--- src/inc/ccs_params.svh ---
// Constants for the capture unit: register map, field positions, reset values, counts
`ifndef CCS_PARAMS_SVH
`define CCS_PARAMS_SVH

// Register bus widths
`define CCS_ADDR_W 8
`define CCS_DATA_W 8
`define CCS_CNT_W 16

// Register byte offsets
`define CCS_OFS_CTRL 8'h00
`define CCS_OFS_SRC 8'h01
`define CCS_OFS_DATA_LO 8'h02
`define CCS_OFS_DATA_HI 8'h03
`define CCS_OFS_TSEL 8'h04
`define CCS_OFS_STAT 8'h05

// Control register fields
`define CCS_CTRL_EN 7
`define CCS_CTRL_LATCH 5
`define CCS_CTRL_OD 4
`define CCS_CTRL_MODE_HI 3
`define CCS_CTRL_OUT_BIT 3

// Status register fields
`define CCS_STAT_FLAG 0
`define CCS_STAT_IE 1

// Field widths and reset values
`define CCS_SRC_W 3
`define CCS_TSEL_W 2
`define CCS_RST_CTRL 8'h00
`define CCS_RST_SRC 3'h0
`define CCS_RST_TSEL 2'h0
`define CCS_RST_DATA 16'h0000

// Capture sources: the pin plus four on-chip signals
`define CCS_NSRC 5
`define CCS_SRC_PIN 3'h0

// Prescaler terminal counts (every 4th and every 16th rising edge)
`define CCS_PS_W 4
`define CCS_PS_TOP4 4'h3
`define CCS_PS_TOP16 4'hf

// Timer index numbers reported to the timer block
`define CCS_TIDX_W 3

`endif

--- src/inc/ccs_pkg.sv ---
// Types shared by the capture unit modules
package ccs_pkg;

    // Unit operating mode, low nibble of the control register
    typedef enum logic [3:0] {
        CCS_MODE_OFF    = 4'h0,
        CCS_MODE_ANY    = 4'h3,
        CCS_MODE_FALL   = 4'h4,
        CCS_MODE_RISE   = 4'h5,
        CCS_MODE_RISE4  = 4'h6,
        CCS_MODE_RISE16 = 4'h7
    } ccs_mode_type;

    // Event prescaler setting
    typedef enum logic [1:0] {
        CCS_DIV1  = 2'h0,
        CCS_DIV4  = 2'h1,
        CCS_DIV16 = 2'h2
    } ccs_div_type;

endpackage

--- src/logic/ccs_sync_edge.sv ---
// Two-stage synchroniser for all capture sources, selection and edge detection
`timescale 1ns/1ps
`include "ccs_params.svh"
module ccs_sync_edge
    import ccs_pkg::*;
(
    // Clock and reset
    input wire logic ref_clk,
    input wire logic rst_n,
    // Asynchronous sources and selection
    input wire logic [`CCS_NSRC-1:0] src_async,
    input wire logic [`CCS_SRC_W-1:0] src_sel,
    // Edge pulses of the selected source
    output logic rise,
    output logic fall
);

    // First stage, read only by the second stage
    logic [`CCS_NSRC-1:0] meta_ff;
    // Second stage, safe to use
    logic [`CCS_NSRC-1:0] sync_ff;
    // Previous level of the selected source
    logic prev_ff;
    // Selected synchronised level
    wire logic sel_level;

    // Per-source synchroniser pair
    genvar i;
    generate
        for (i = 0; i < `CCS_NSRC; i = i + 1) begin : g_sync
            always_ff @(posedge ref_clk or negedge rst_n) begin
                if (!rst_n) begin
                    meta_ff[i] <= 1'b0;
                    sync_ff[i] <= 1'b0;
                end else begin
                    meta_ff[i] <= src_async[i];
                    sync_ff[i] <= meta_ff[i];
                end
            end
        end
    endgenerate

    // Out-of-range selections fall back to the pin
    assign sel_level = (src_sel < `CCS_NSRC) ? sync_ff[src_sel] : sync_ff[`CCS_SRC_PIN];

    // Edge history; a source change can look like an edge, software masks that
    always_ff @(posedge ref_clk or negedge rst_n) begin
        if (!rst_n) begin
            prev_ff <= 1'b0;
        end else begin
            prev_ff <= sel_level;
        end
    end

    // One pulse per edge
    assign rise = sel_level & ~prev_ff;
    assign fall = ~sel_level & prev_ff;

endmodule

--- src/logic/ccs_prescaler.sv ---
// Event prescaler: passes every 1st, 4th or 16th qualifying edge
`timescale 1ns/1ps
`include "ccs_params.svh"
module ccs_prescaler
    import ccs_pkg::*;
(
    // Clock and reset
    input wire logic ref_clk,
    input wire logic rst_n,
    // Control
    input wire logic clr,
    input wire ccs_div_type div_sel,
    // Events in and out
    input wire logic tick,
    output logic fire,
    output logic [`CCS_PS_W-1:0] count
);

    // Edge counter
    logic [`CCS_PS_W-1:0] count_ff;
    logic [`CCS_PS_W-1:0] nxt_count;
    // Terminal count for the current setting
    wire logic [`CCS_PS_W-1:0] top;

    // Terminal count lookup
    assign top = (div_sel == CCS_DIV16) ? `CCS_PS_TOP16 :
                 (div_sel == CCS_DIV4) ? `CCS_PS_TOP4 : '0;

    // Fire on the edge that reaches the terminal count
    assign fire = ~clr & tick & (count_ff >= top);

    // Clear wins; a setting change keeps the count, so it may fire early
    assign nxt_count = clr ? '0 : fire ? '0 : tick ? count_ff + 4'h1 : count_ff;

    // Counter register
    always_ff @(posedge ref_clk or negedge rst_n) begin
        if (!rst_n) begin
            count_ff <= '0;
        end else begin
            count_ff <= nxt_count;
        end
    end

    assign count = count_ff;

endmodule

--- src/logic/ccs_capture_unit.sv ---
// Capture unit: copies the assigned timer count on selected input events
//
// Summary of operation
// - Capture copies full sixteen-bit timer count.
// - Mode picks falling, rising, 4th, 16th, any.
// - Capture sets flag; software clears it.
// - New capture overwrites unread data.
// - Capture uses odd timers, PWM even ones.
// - Default timers: first for capture, second PWM.
// - Several units may share one timer.
// - Data readable as low and high bytes.
// - Output modes allow open-drain pin driver.
// - Source select field picks capture input.
// - Pin level captured even when driven.
// - Prescaler cleared when off, non-capture, reset.
// - Prescaler switch keeps count; clear control first.
// - Capture works in sleep with external timer.
// - Sleeping timer holds count, resumes after wake.
`timescale 1ns/1ps
`include "ccs_params.svh"
module ccs_capture_unit
    import ccs_pkg::*;
(
    // Clock and reset
    input wire logic ref_clk,
    input wire logic rst_n,
    // Register port
    input wire logic [`CCS_ADDR_W-1:0] reg_addr,
    input wire logic [`CCS_DATA_W-1:0] reg_wdata,
    input wire logic reg_wr,
    input wire logic reg_rd,
    output logic [`CCS_DATA_W-1:0] reg_rdata,
    // Pin and on-chip capture sources
    input wire logic pin_level_in,
    input wire logic [`CCS_NSRC-2:0] chip_src_in,
    input wire logic pin_direction_bit,
    output logic pin_out,
    output logic pin_oe,
    // Timer counts and their clocking state
    input wire logic [`CCS_CNT_W-1:0] tmr1_count,
    input wire logic [`CCS_CNT_W-1:0] tmr3_count,
    input wire logic [`CCS_CNT_W-1:0] tmr5_count,
    input wire logic [2:0] tmr_ext_clk,
    input wire logic sleep_in,
    output logic [`CCS_TIDX_W-1:0] assigned_timer_index,
    // Status
    output logic capture_interrupt_flag,
    output logic capture_irq,
    output logic capture_strobe
);

    ////////////////////////////////////////////////////////////////////////////
    // Reset release and state

    // Reset release pair
    logic rst_meta_ff;
    logic rst_sync_n;
    // Software registers
    logic [`CCS_DATA_W-1:0] ctrl_ff;
    logic [`CCS_SRC_W-1:0] src_ff;
    logic [`CCS_TSEL_W-1:0] tsel_ff;
    logic ie_ff;
    // Captured data and flag
    logic [`CCS_CNT_W-1:0] data_ff;
    logic [`CCS_CNT_W-1:0] nxt_data;
    logic flag_ff;
    logic nxt_flag;
    // Registered outputs
    logic [`CCS_DATA_W-1:0] rdata_ff;
    logic pin_out_ff;
    logic pin_oe_ff;
    logic irq_ff;
    logic strobe_ff;
    logic [`CCS_TIDX_W-1:0] tidx_ff;

    // Reset is asserted at once and released through two flops
    always_ff @(posedge ref_clk or negedge rst_n) begin
        if (!rst_n) begin
            rst_meta_ff <= 1'b0;
            rst_sync_n <= 1'b0;
        end else begin
            rst_meta_ff <= 1'b1;
            rst_sync_n <= rst_meta_ff;
        end
    end

    ////////////////////////////////////////////////////////////////////////////
    // Decoding

    // Address match used for both writes and reads
    function automatic logic hit(input logic [`CCS_ADDR_W-1:0] a, input logic [`CCS_ADDR_W-1:0] ofs);
        hit = (a == ofs);
    endfunction

    // Write strobes per register
    wire logic wr_ctrl = reg_wr & hit(reg_addr, `CCS_OFS_CTRL);
    wire logic wr_src = reg_wr & hit(reg_addr, `CCS_OFS_SRC);
    wire logic wr_lo = reg_wr & hit(reg_addr, `CCS_OFS_DATA_LO);
    wire logic wr_hi = reg_wr & hit(reg_addr, `CCS_OFS_DATA_HI);
    wire logic wr_tsel = reg_wr & hit(reg_addr, `CCS_OFS_TSEL);
    wire logic wr_stat = reg_wr & hit(reg_addr, `CCS_OFS_STAT);

    // Mode fields
    wire logic unit_en = ctrl_ff[`CCS_CTRL_EN];
    wire ccs_mode_type mode = ccs_mode_type'(ctrl_ff[`CCS_CTRL_MODE_HI:0]);
    wire logic cap_mode = unit_en & ((mode == CCS_MODE_ANY) | (mode == CCS_MODE_FALL) |
                                     (mode == CCS_MODE_RISE) | (mode == CCS_MODE_RISE4) |
                                     (mode == CCS_MODE_RISE16));
    // Compare and PWM modes drive the pin
    wire logic out_mode = unit_en & ctrl_ff[`CCS_CTRL_OUT_BIT];
    // PWM is the upper half of output modes
    wire logic pwm_mode = out_mode & ctrl_ff[`CCS_CTRL_MODE_HI - 1];

    ////////////////////////////////////////////////////////////////////////////
    // Event path

    // Edge pulses of the chosen source
    logic rise_w;
    logic fall_w;
    // Prescaler result and count
    logic fire_w;
    logic [`CCS_PS_W-1:0] ps_count;

    ccs_sync_edge u_sync (
        .ref_clk(ref_clk),
        .rst_n(rst_sync_n),
        .src_async({chip_src_in, pin_level_in}),
        .src_sel(src_ff),
        .rise(rise_w),
        .fall(fall_w)
    );

    wire logic edge_w = (mode == CCS_MODE_ANY) ? (rise_w | fall_w) :
                        (mode == CCS_MODE_FALL) ? fall_w : rise_w;
    // Divider per mode
    wire ccs_div_type div_w = (mode == CCS_MODE_RISE16) ? CCS_DIV16 :
                              (mode == CCS_MODE_RISE4) ? CCS_DIV4 : CCS_DIV1;

    // odd timer choice, first by default
    wire logic [`CCS_CNT_W-1:0] sel_count = (tsel_ff == 2'h3) ? tmr5_count :
                                            (tsel_ff == 2'h2) ? tmr3_count : tmr1_count;
    wire logic sel_ext = (tsel_ff == 2'h3) ? tmr_ext_clk[2] :
                         (tsel_ff == 2'h2) ? tmr_ext_clk[1] : tmr_ext_clk[0];
    wire logic cap_allow = ~sleep_in | sel_ext;
    wire logic tick_w = cap_mode & cap_allow & edge_w;

    // cleared when off or not capturing
    ccs_prescaler u_presc (
        .ref_clk(ref_clk),
        .rst_n(rst_sync_n),
        .clr(~cap_mode),
        .div_sel(div_w),
        .tick(tick_w),
        .fire(fire_w),
        .count(ps_count)
    );

    ////////////////////////////////////////////////////////////////////////////
    // Capture data and flag

    // timers only read, so sharing is free
    // count taken as held, no local offset
    assign nxt_data = fire_w ? sel_count :
                      wr_hi ? {reg_wdata, data_ff[7:0]} :
                      wr_lo ? {data_ff[15:8], reg_wdata} : data_ff;

    // set wins over a software clear
    assign nxt_flag = fire_w | (flag_ff & ~(wr_stat & ~reg_wdata[`CCS_STAT_FLAG]));

    // Data and flag registers
    always_ff @(posedge ref_clk or negedge rst_sync_n) begin
        if (!rst_sync_n) begin
            data_ff <= `CCS_RST_DATA;
            flag_ff <= 1'b0;
        end else begin
            data_ff <= nxt_data;
            flag_ff <= nxt_flag;
        end
    end

    // Software control registers
    always_ff @(posedge ref_clk or negedge rst_sync_n) begin
        if (!rst_sync_n) begin
            ctrl_ff <= `CCS_RST_CTRL;
            src_ff <= `CCS_RST_SRC;
            tsel_ff <= `CCS_RST_TSEL;
            ie_ff <= 1'b0;
        end else begin
            if (wr_ctrl) begin
                ctrl_ff <= reg_wdata;
            end
            if (wr_src) begin
                src_ff <= reg_wdata[`CCS_SRC_W-1:0];
            end
            if (wr_tsel) begin
                tsel_ff <= reg_wdata[`CCS_TSEL_W-1:0];
            end
            if (wr_stat) begin
                ie_ff <= reg_wdata[`CCS_STAT_IE];
            end
        end
    end

    ////////////////////////////////////////////////////////////////////////////
    // Read path and outputs

    wire logic [`CCS_DATA_W-1:0] rd_mux =
        hit(reg_addr, `CCS_OFS_CTRL) ? ctrl_ff :
        hit(reg_addr, `CCS_OFS_SRC) ? {5'h00, src_ff} :
        hit(reg_addr, `CCS_OFS_DATA_LO) ? data_ff[7:0] :
        hit(reg_addr, `CCS_OFS_DATA_HI) ? data_ff[15:8] :
        hit(reg_addr, `CCS_OFS_TSEL) ? {6'h00, tsel_ff} :
        hit(reg_addr, `CCS_OFS_STAT) ? {6'h00, ie_ff, flag_ff} : 8'h00;

    // Timer number in use: odd for capture/compare, even for PWM
    wire logic [`CCS_TIDX_W-1:0] idx_base = (tsel_ff == 2'h3) ? 3'h5 :
                                            (tsel_ff == 2'h2) ? 3'h3 : 3'h1;
    // PWM moves to the even partner
    wire logic [`CCS_TIDX_W-1:0] idx_w = pwm_mode ? idx_base + 3'h1 : idx_base;

    wire logic od_w = ctrl_ff[`CCS_CTRL_OD];
    wire logic latch_w = ctrl_ff[`CCS_CTRL_LATCH];
    wire logic oe_w = out_mode & ~pin_direction_bit & (~od_w | ~latch_w);
    wire logic po_w = out_mode & ~od_w & latch_w;

    // Output registers; read data stand one cycle only
    always_ff @(posedge ref_clk or negedge rst_sync_n) begin
        if (!rst_sync_n) begin
            rdata_ff <= 8'h00;
            pin_out_ff <= 1'b0;
            pin_oe_ff <= 1'b0;
            irq_ff <= 1'b0;
            strobe_ff <= 1'b0;
            tidx_ff <= 3'h1;
        end else begin
            rdata_ff <= reg_rd ? rd_mux : 8'h00;
            pin_out_ff <= po_w;
            pin_oe_ff <= oe_w;
            irq_ff <= nxt_flag & ie_ff;
            strobe_ff <= fire_w;
            tidx_ff <= idx_w;
        end
    end

    assign reg_rdata = rdata_ff;
    assign pin_out = pin_out_ff;
    assign pin_oe = pin_oe_ff;
    assign capture_interrupt_flag = flag_ff;
    assign capture_irq = irq_ff;
    assign capture_strobe = strobe_ff;
    assign assigned_timer_index = tidx_ff;
endmodule

--- config.mk ---
export PLATFORM = sky130hd
export DESIGN_NAME = ccs_capture_unit
export DESIGN_NICKNAME = d
export VERILOG_FILES = /design/src/inc/ccs_pkg.sv /design/src/logic/ccs_sync_edge.sv /design/src/logic/ccs_prescaler.sv /design/src/logic/ccs_capture_unit.sv
export VERILOG_INCLUDE_DIRS = /design/src /design/src/inc
export SDC_FILE = /design/constraint.sdc
export NUM_CORES = 1
export LEC_CHECK = 0
export BUFFER_PORTS_ARGS = -buffer_cell sky130_fd_sc_hd__clkbuf_2
export CORE_MARGIN = 3
export CORE_UTILIZATION = 45
export CTS_CLUSTER_DIAMETER = 200
export DETAILED_ROUTE_END_ITERATION = 8
export PLACE_DENSITY = 0.75
export SYNTH_ARGS = -nofsm -noshare
export SYNTH_HDL_FRONTEND = slang
export SYNTH_SLANG_ARGS = --single-unit
--- constraint.sdc ---
create_clock -name ref_clk -period 2.2 [get_ports ref_clk]
set_clock_uncertainty 0.2 [all_clocks]
set_input_delay 0.22 -clock ref_clk [delete_from_list [all_inputs] [get_ports ref_clk]]
set_output_delay 0.22 -clock ref_clk [all_outputs]
set_load 0.1 [all_outputs]
==> flow_summary.json <==
{
  "fin_cells": 527,
  "grt_pass1_wl_mm": 13.0,
  "synth_top_area_share_pct": 47.5,
  "die_h_um": 91.2,
  "synth_common_cells": "62 x dfrtp_1, 59 x mux2i_1, 25 x nand2_1, 22 x o21ai_0, 17 x nor2_1",
  "globalplace.congestion": 0.869,
  "ys_ff_latch": 63,
  "core_um2": 6910,
  "stdcell_area_um2": 4570,
  "grt_usage_pct": 20.2,
  "path_cells": "mux4_2 -> nor2_2 -> a21o_1 -> ha_2 -> nor2b_4 -> mux2i_2 -> a2111oi_4 -> buf_4 -> o21ai_0 -> a32o_1",
  "synth_most_common_cell": "dfrtp_1",
  "fin_ws_ns": -0.524,
  "detailed_place_hpwl_mm": 5.73,
  "yosysWarningCount": 0,
  "rsz0062_at_grt": "true",
  "endpoint_kind": "register",
  "required_ns": 2.23,
  "antenna_left": 0,
  "startpoint_type": "register",
  "finalHoldViolCount": 0,
  "avgSynthCellArea_um2": 11.6,
  "cts_made_buffers": 9,
  "synth_edf_count": 0,
  "netlist_area_um2": 3270,
  "relSlewSlack_pct": 58.5,
  "fmax_mhz": 367,
  "fin_worst_hold_slack_ns": 0.0197,
  "drc": 0,
  "antenna_found_initial": 0,
  "ys_top_cells_by_area": "dfrtp_1 47%, mux2i_1 18%, mux2_2 4.8%, o21ai_0 3.4%, nand2_1 2.9%",
  "root_buffer": "clkbuf_8",
  "setup_viol": 23,
  "min_period_over_period_pct": 124,
  "place_area_um2": 3980,
  "p_per_area_nw_per_um2": 594,
  "antennaDiodeCount": 0,
  "finalSetupTns_ns": -10.37,
  "drt_iter0_markers": 98,
  "criticalPathCategory": "register to register",
  "ir_drop_uv": 307,
  "dieArea_um2": 8320,
  "area_delta_synth_final_pct": 39.8,
  "fin_nets": 511,
  "num_vias": 2662,
  "worst_pin_slew_ns": 0.620,
  "cp_data_arrival_time_ns": 2.75,
  "cp-startpoint": "src_ff[0]$_DFFE_PN0P_",
  "vias_per_cell": 5.05,
  "drv_cap": 0,
  "clkLatencyLatePin_ns": 0.34,
  "hold_path.class": "primary input to register",
  "wl_mm": 8.21,
  "synthesis.nets": 367,
  "numPortBuffers": 93,
  "rows": 30,
  "async_flop_share_pct": 100,
  "finalMaxSlewViolations": 0,
  "netlist_instances": 282,
  "chipWidth_um": 91.2,
  "min_from": "tmr1_count[5]",
  "violations": "setup timing",
  "wl_per_cell_um": 15.6,
  "cts_max_level": 3,
  "grt_max_degree": 35,
  "p_leak_nw": 2.38,
  "grt_pass1_vias": 2756,
  "clkTransAtPathRegs_ns": 0.07,
  "ys_seq_area_share_pct": 48.3,
  "min_period_ns": 2.72,
  "worstPathMaxFanout": 4,
  "first_pass_iters": 4,
  "synthFlopType": "dfrtp_1",
  "synth.largest_area_cell": "dfrtp_1",
  "overflow": 0,
  "slowest_delay_ns": 0.51,
  "start_util_pct": 47.3,
  "drive_above_1_share_pct": 38.7,
  "ys_types": 43,
  "outcome": "finished with violations",
  "cts.sinks": 63,
  "dpl.cell_count": 479,
  "cts_tree": "done",
  "slowest_stage": "mux4_2",
  "io_pins": 94,
  "clockBufferDepth": 2,
  "timing.rr.start": "src_ff[0]$_DFFE_PN0P_"
}
==> logic make-up after synthesis <==
| group | count (synthesis) | synth area share [%] |
|---|---|---|
| muxes | 77 | 25.8 |
| other | 1 | 0.115 |
| and+or+nand+nor | 71 | 12.1 |
| adders and majority gates | 7 | 2.68 |
| buffers and inverters | 21 | 2.76 |
| xor gates and xnor gates | 1 | 0.268 |
| DFF | 63 | 48.3 |
| AOI/OAI and AO/OA | 41 | 8.04 |
==> cell type report <==
type | count | area, um2
Multi-Input combinational cell | 201 | 1680
Clock buffer | 13 | 159
Timing Repair Buffer | 144 | 947
Clock inverter | 3 | 65.1
Fill cell | 527 | 2330
Tap cell | 96 | 120
Inverter | 7 | 26.3
Sequential cell | 63 | 1580
==> layout by cell type, fill, tap and decap left out, types with 6 or more instances in the layout <==
| master | Yosys | routed |
|---|---|---|
| nor2_1 | 17 | 15 |
| dlygate4sd3_1 | 0 | 28 |
| mux2i_1 | 59 | 58 |
| clkbuf_2 | 0 | 93 |
| buf_4 | 0 | 20 |
| ha_1 | 7 | 6 |
| nand2_1 | 25 | 25 |
| inv_1 | 7 | 7 |
| dfrtp_1 | 62 | 61 |
| mux2_2 | 14 | 14 |
| o21ai_0 | 22 | 22 |
| clkbuf_8 | 0 | 11 |
| a31oi_1 | 6 | 6 |
==> flip-flops by register name, indices dropped and copies added (netlist names), 2 cells and up <==
signal	cells
data_ff	16
reg_rdata	8
u_sync.meta_ff	5
tsel_ff	2
ctrl_ff	8
assigned_timer_index	3
u_sync.sync_ff	5
src_ff	3
u_presc.count	4
==> stage by stage <==
step / total power [mW] / util, % / worst slack (ns)
after floorplan: 1.42 / - / -0.518
after global placement: 1.55 / 57.7 / -0.492
after detailed placement: 1.56 / 57.7 / -0.601
after CTS: 2.72 / 65.3 / -0.499
after global routing: 2.83 / 66.2 / -0.668
final: 2.72 / 66.2 / -0.524
==> critical path, delay by kind of cell, from the launching register on <==
kind                     cells  cell delay [ns]
AND/OR/NAND/NOR              2             0.23
multiplexers                 2             0.59
buffers and inverters        1             0.20
adder cells (fa/ha/maj)      1             0.18
flip-flops                   1             0.36
AO/OA/AOI/OAI                4             0.85
==> final timing paths <==
path | cells after the start | slack, ns | endpoint
max | 10 | -0.52 | u_presc.count[2]$_DFFE_PN0P_
max in group asynchronous | 1 | 0.70 | u_sync.meta_ff[0]$_DFF_PN0_
min reg2reg | 0 | 0.06 | assigned_timer_index[0]$_DFF_PN1_
min in group asynchronous | 0 | 0.06 | assigned_timer_index[0]$_DFF_PN1_
max reg2reg | 10 | -0.52 | u_presc.count[2]$_DFFE_PN0P_
min | 3 | 0.02 | data_ff[5]$_DFFE_PN0P_
==> routing by layer <==
layer / up-vias / share of wire [%] / track usage [%]
met3: 18 / 6.4 / 4.06
met5: - / 0 / 0
met4: 0 / 2.0 / 10.1
met1: 1252 / 41 / 24.6
met2: 93 / 51 / 34.0
li1: 1299 / - / -
==> where the power goes <==
part           switching (mW)  leakage (nW)  internal (mW)
Sequential             0.0314         0.835           1.20
Clock                   0.426         0.114          0.699
Combinational           0.171          1.43          0.184
==> what timing repair did <==
item                                    4_1_cts  5_1_grt
hold endpoints to repair                     44        0
resized for setup                             3        8
cloned                                        1        2
endpoints found under the setup margin       23       23
pin swaps                                     2        0
hold buffers                                 28        0
buffers inserted                              0        1
Note: power is estimated with default switching activity, not from simulation.
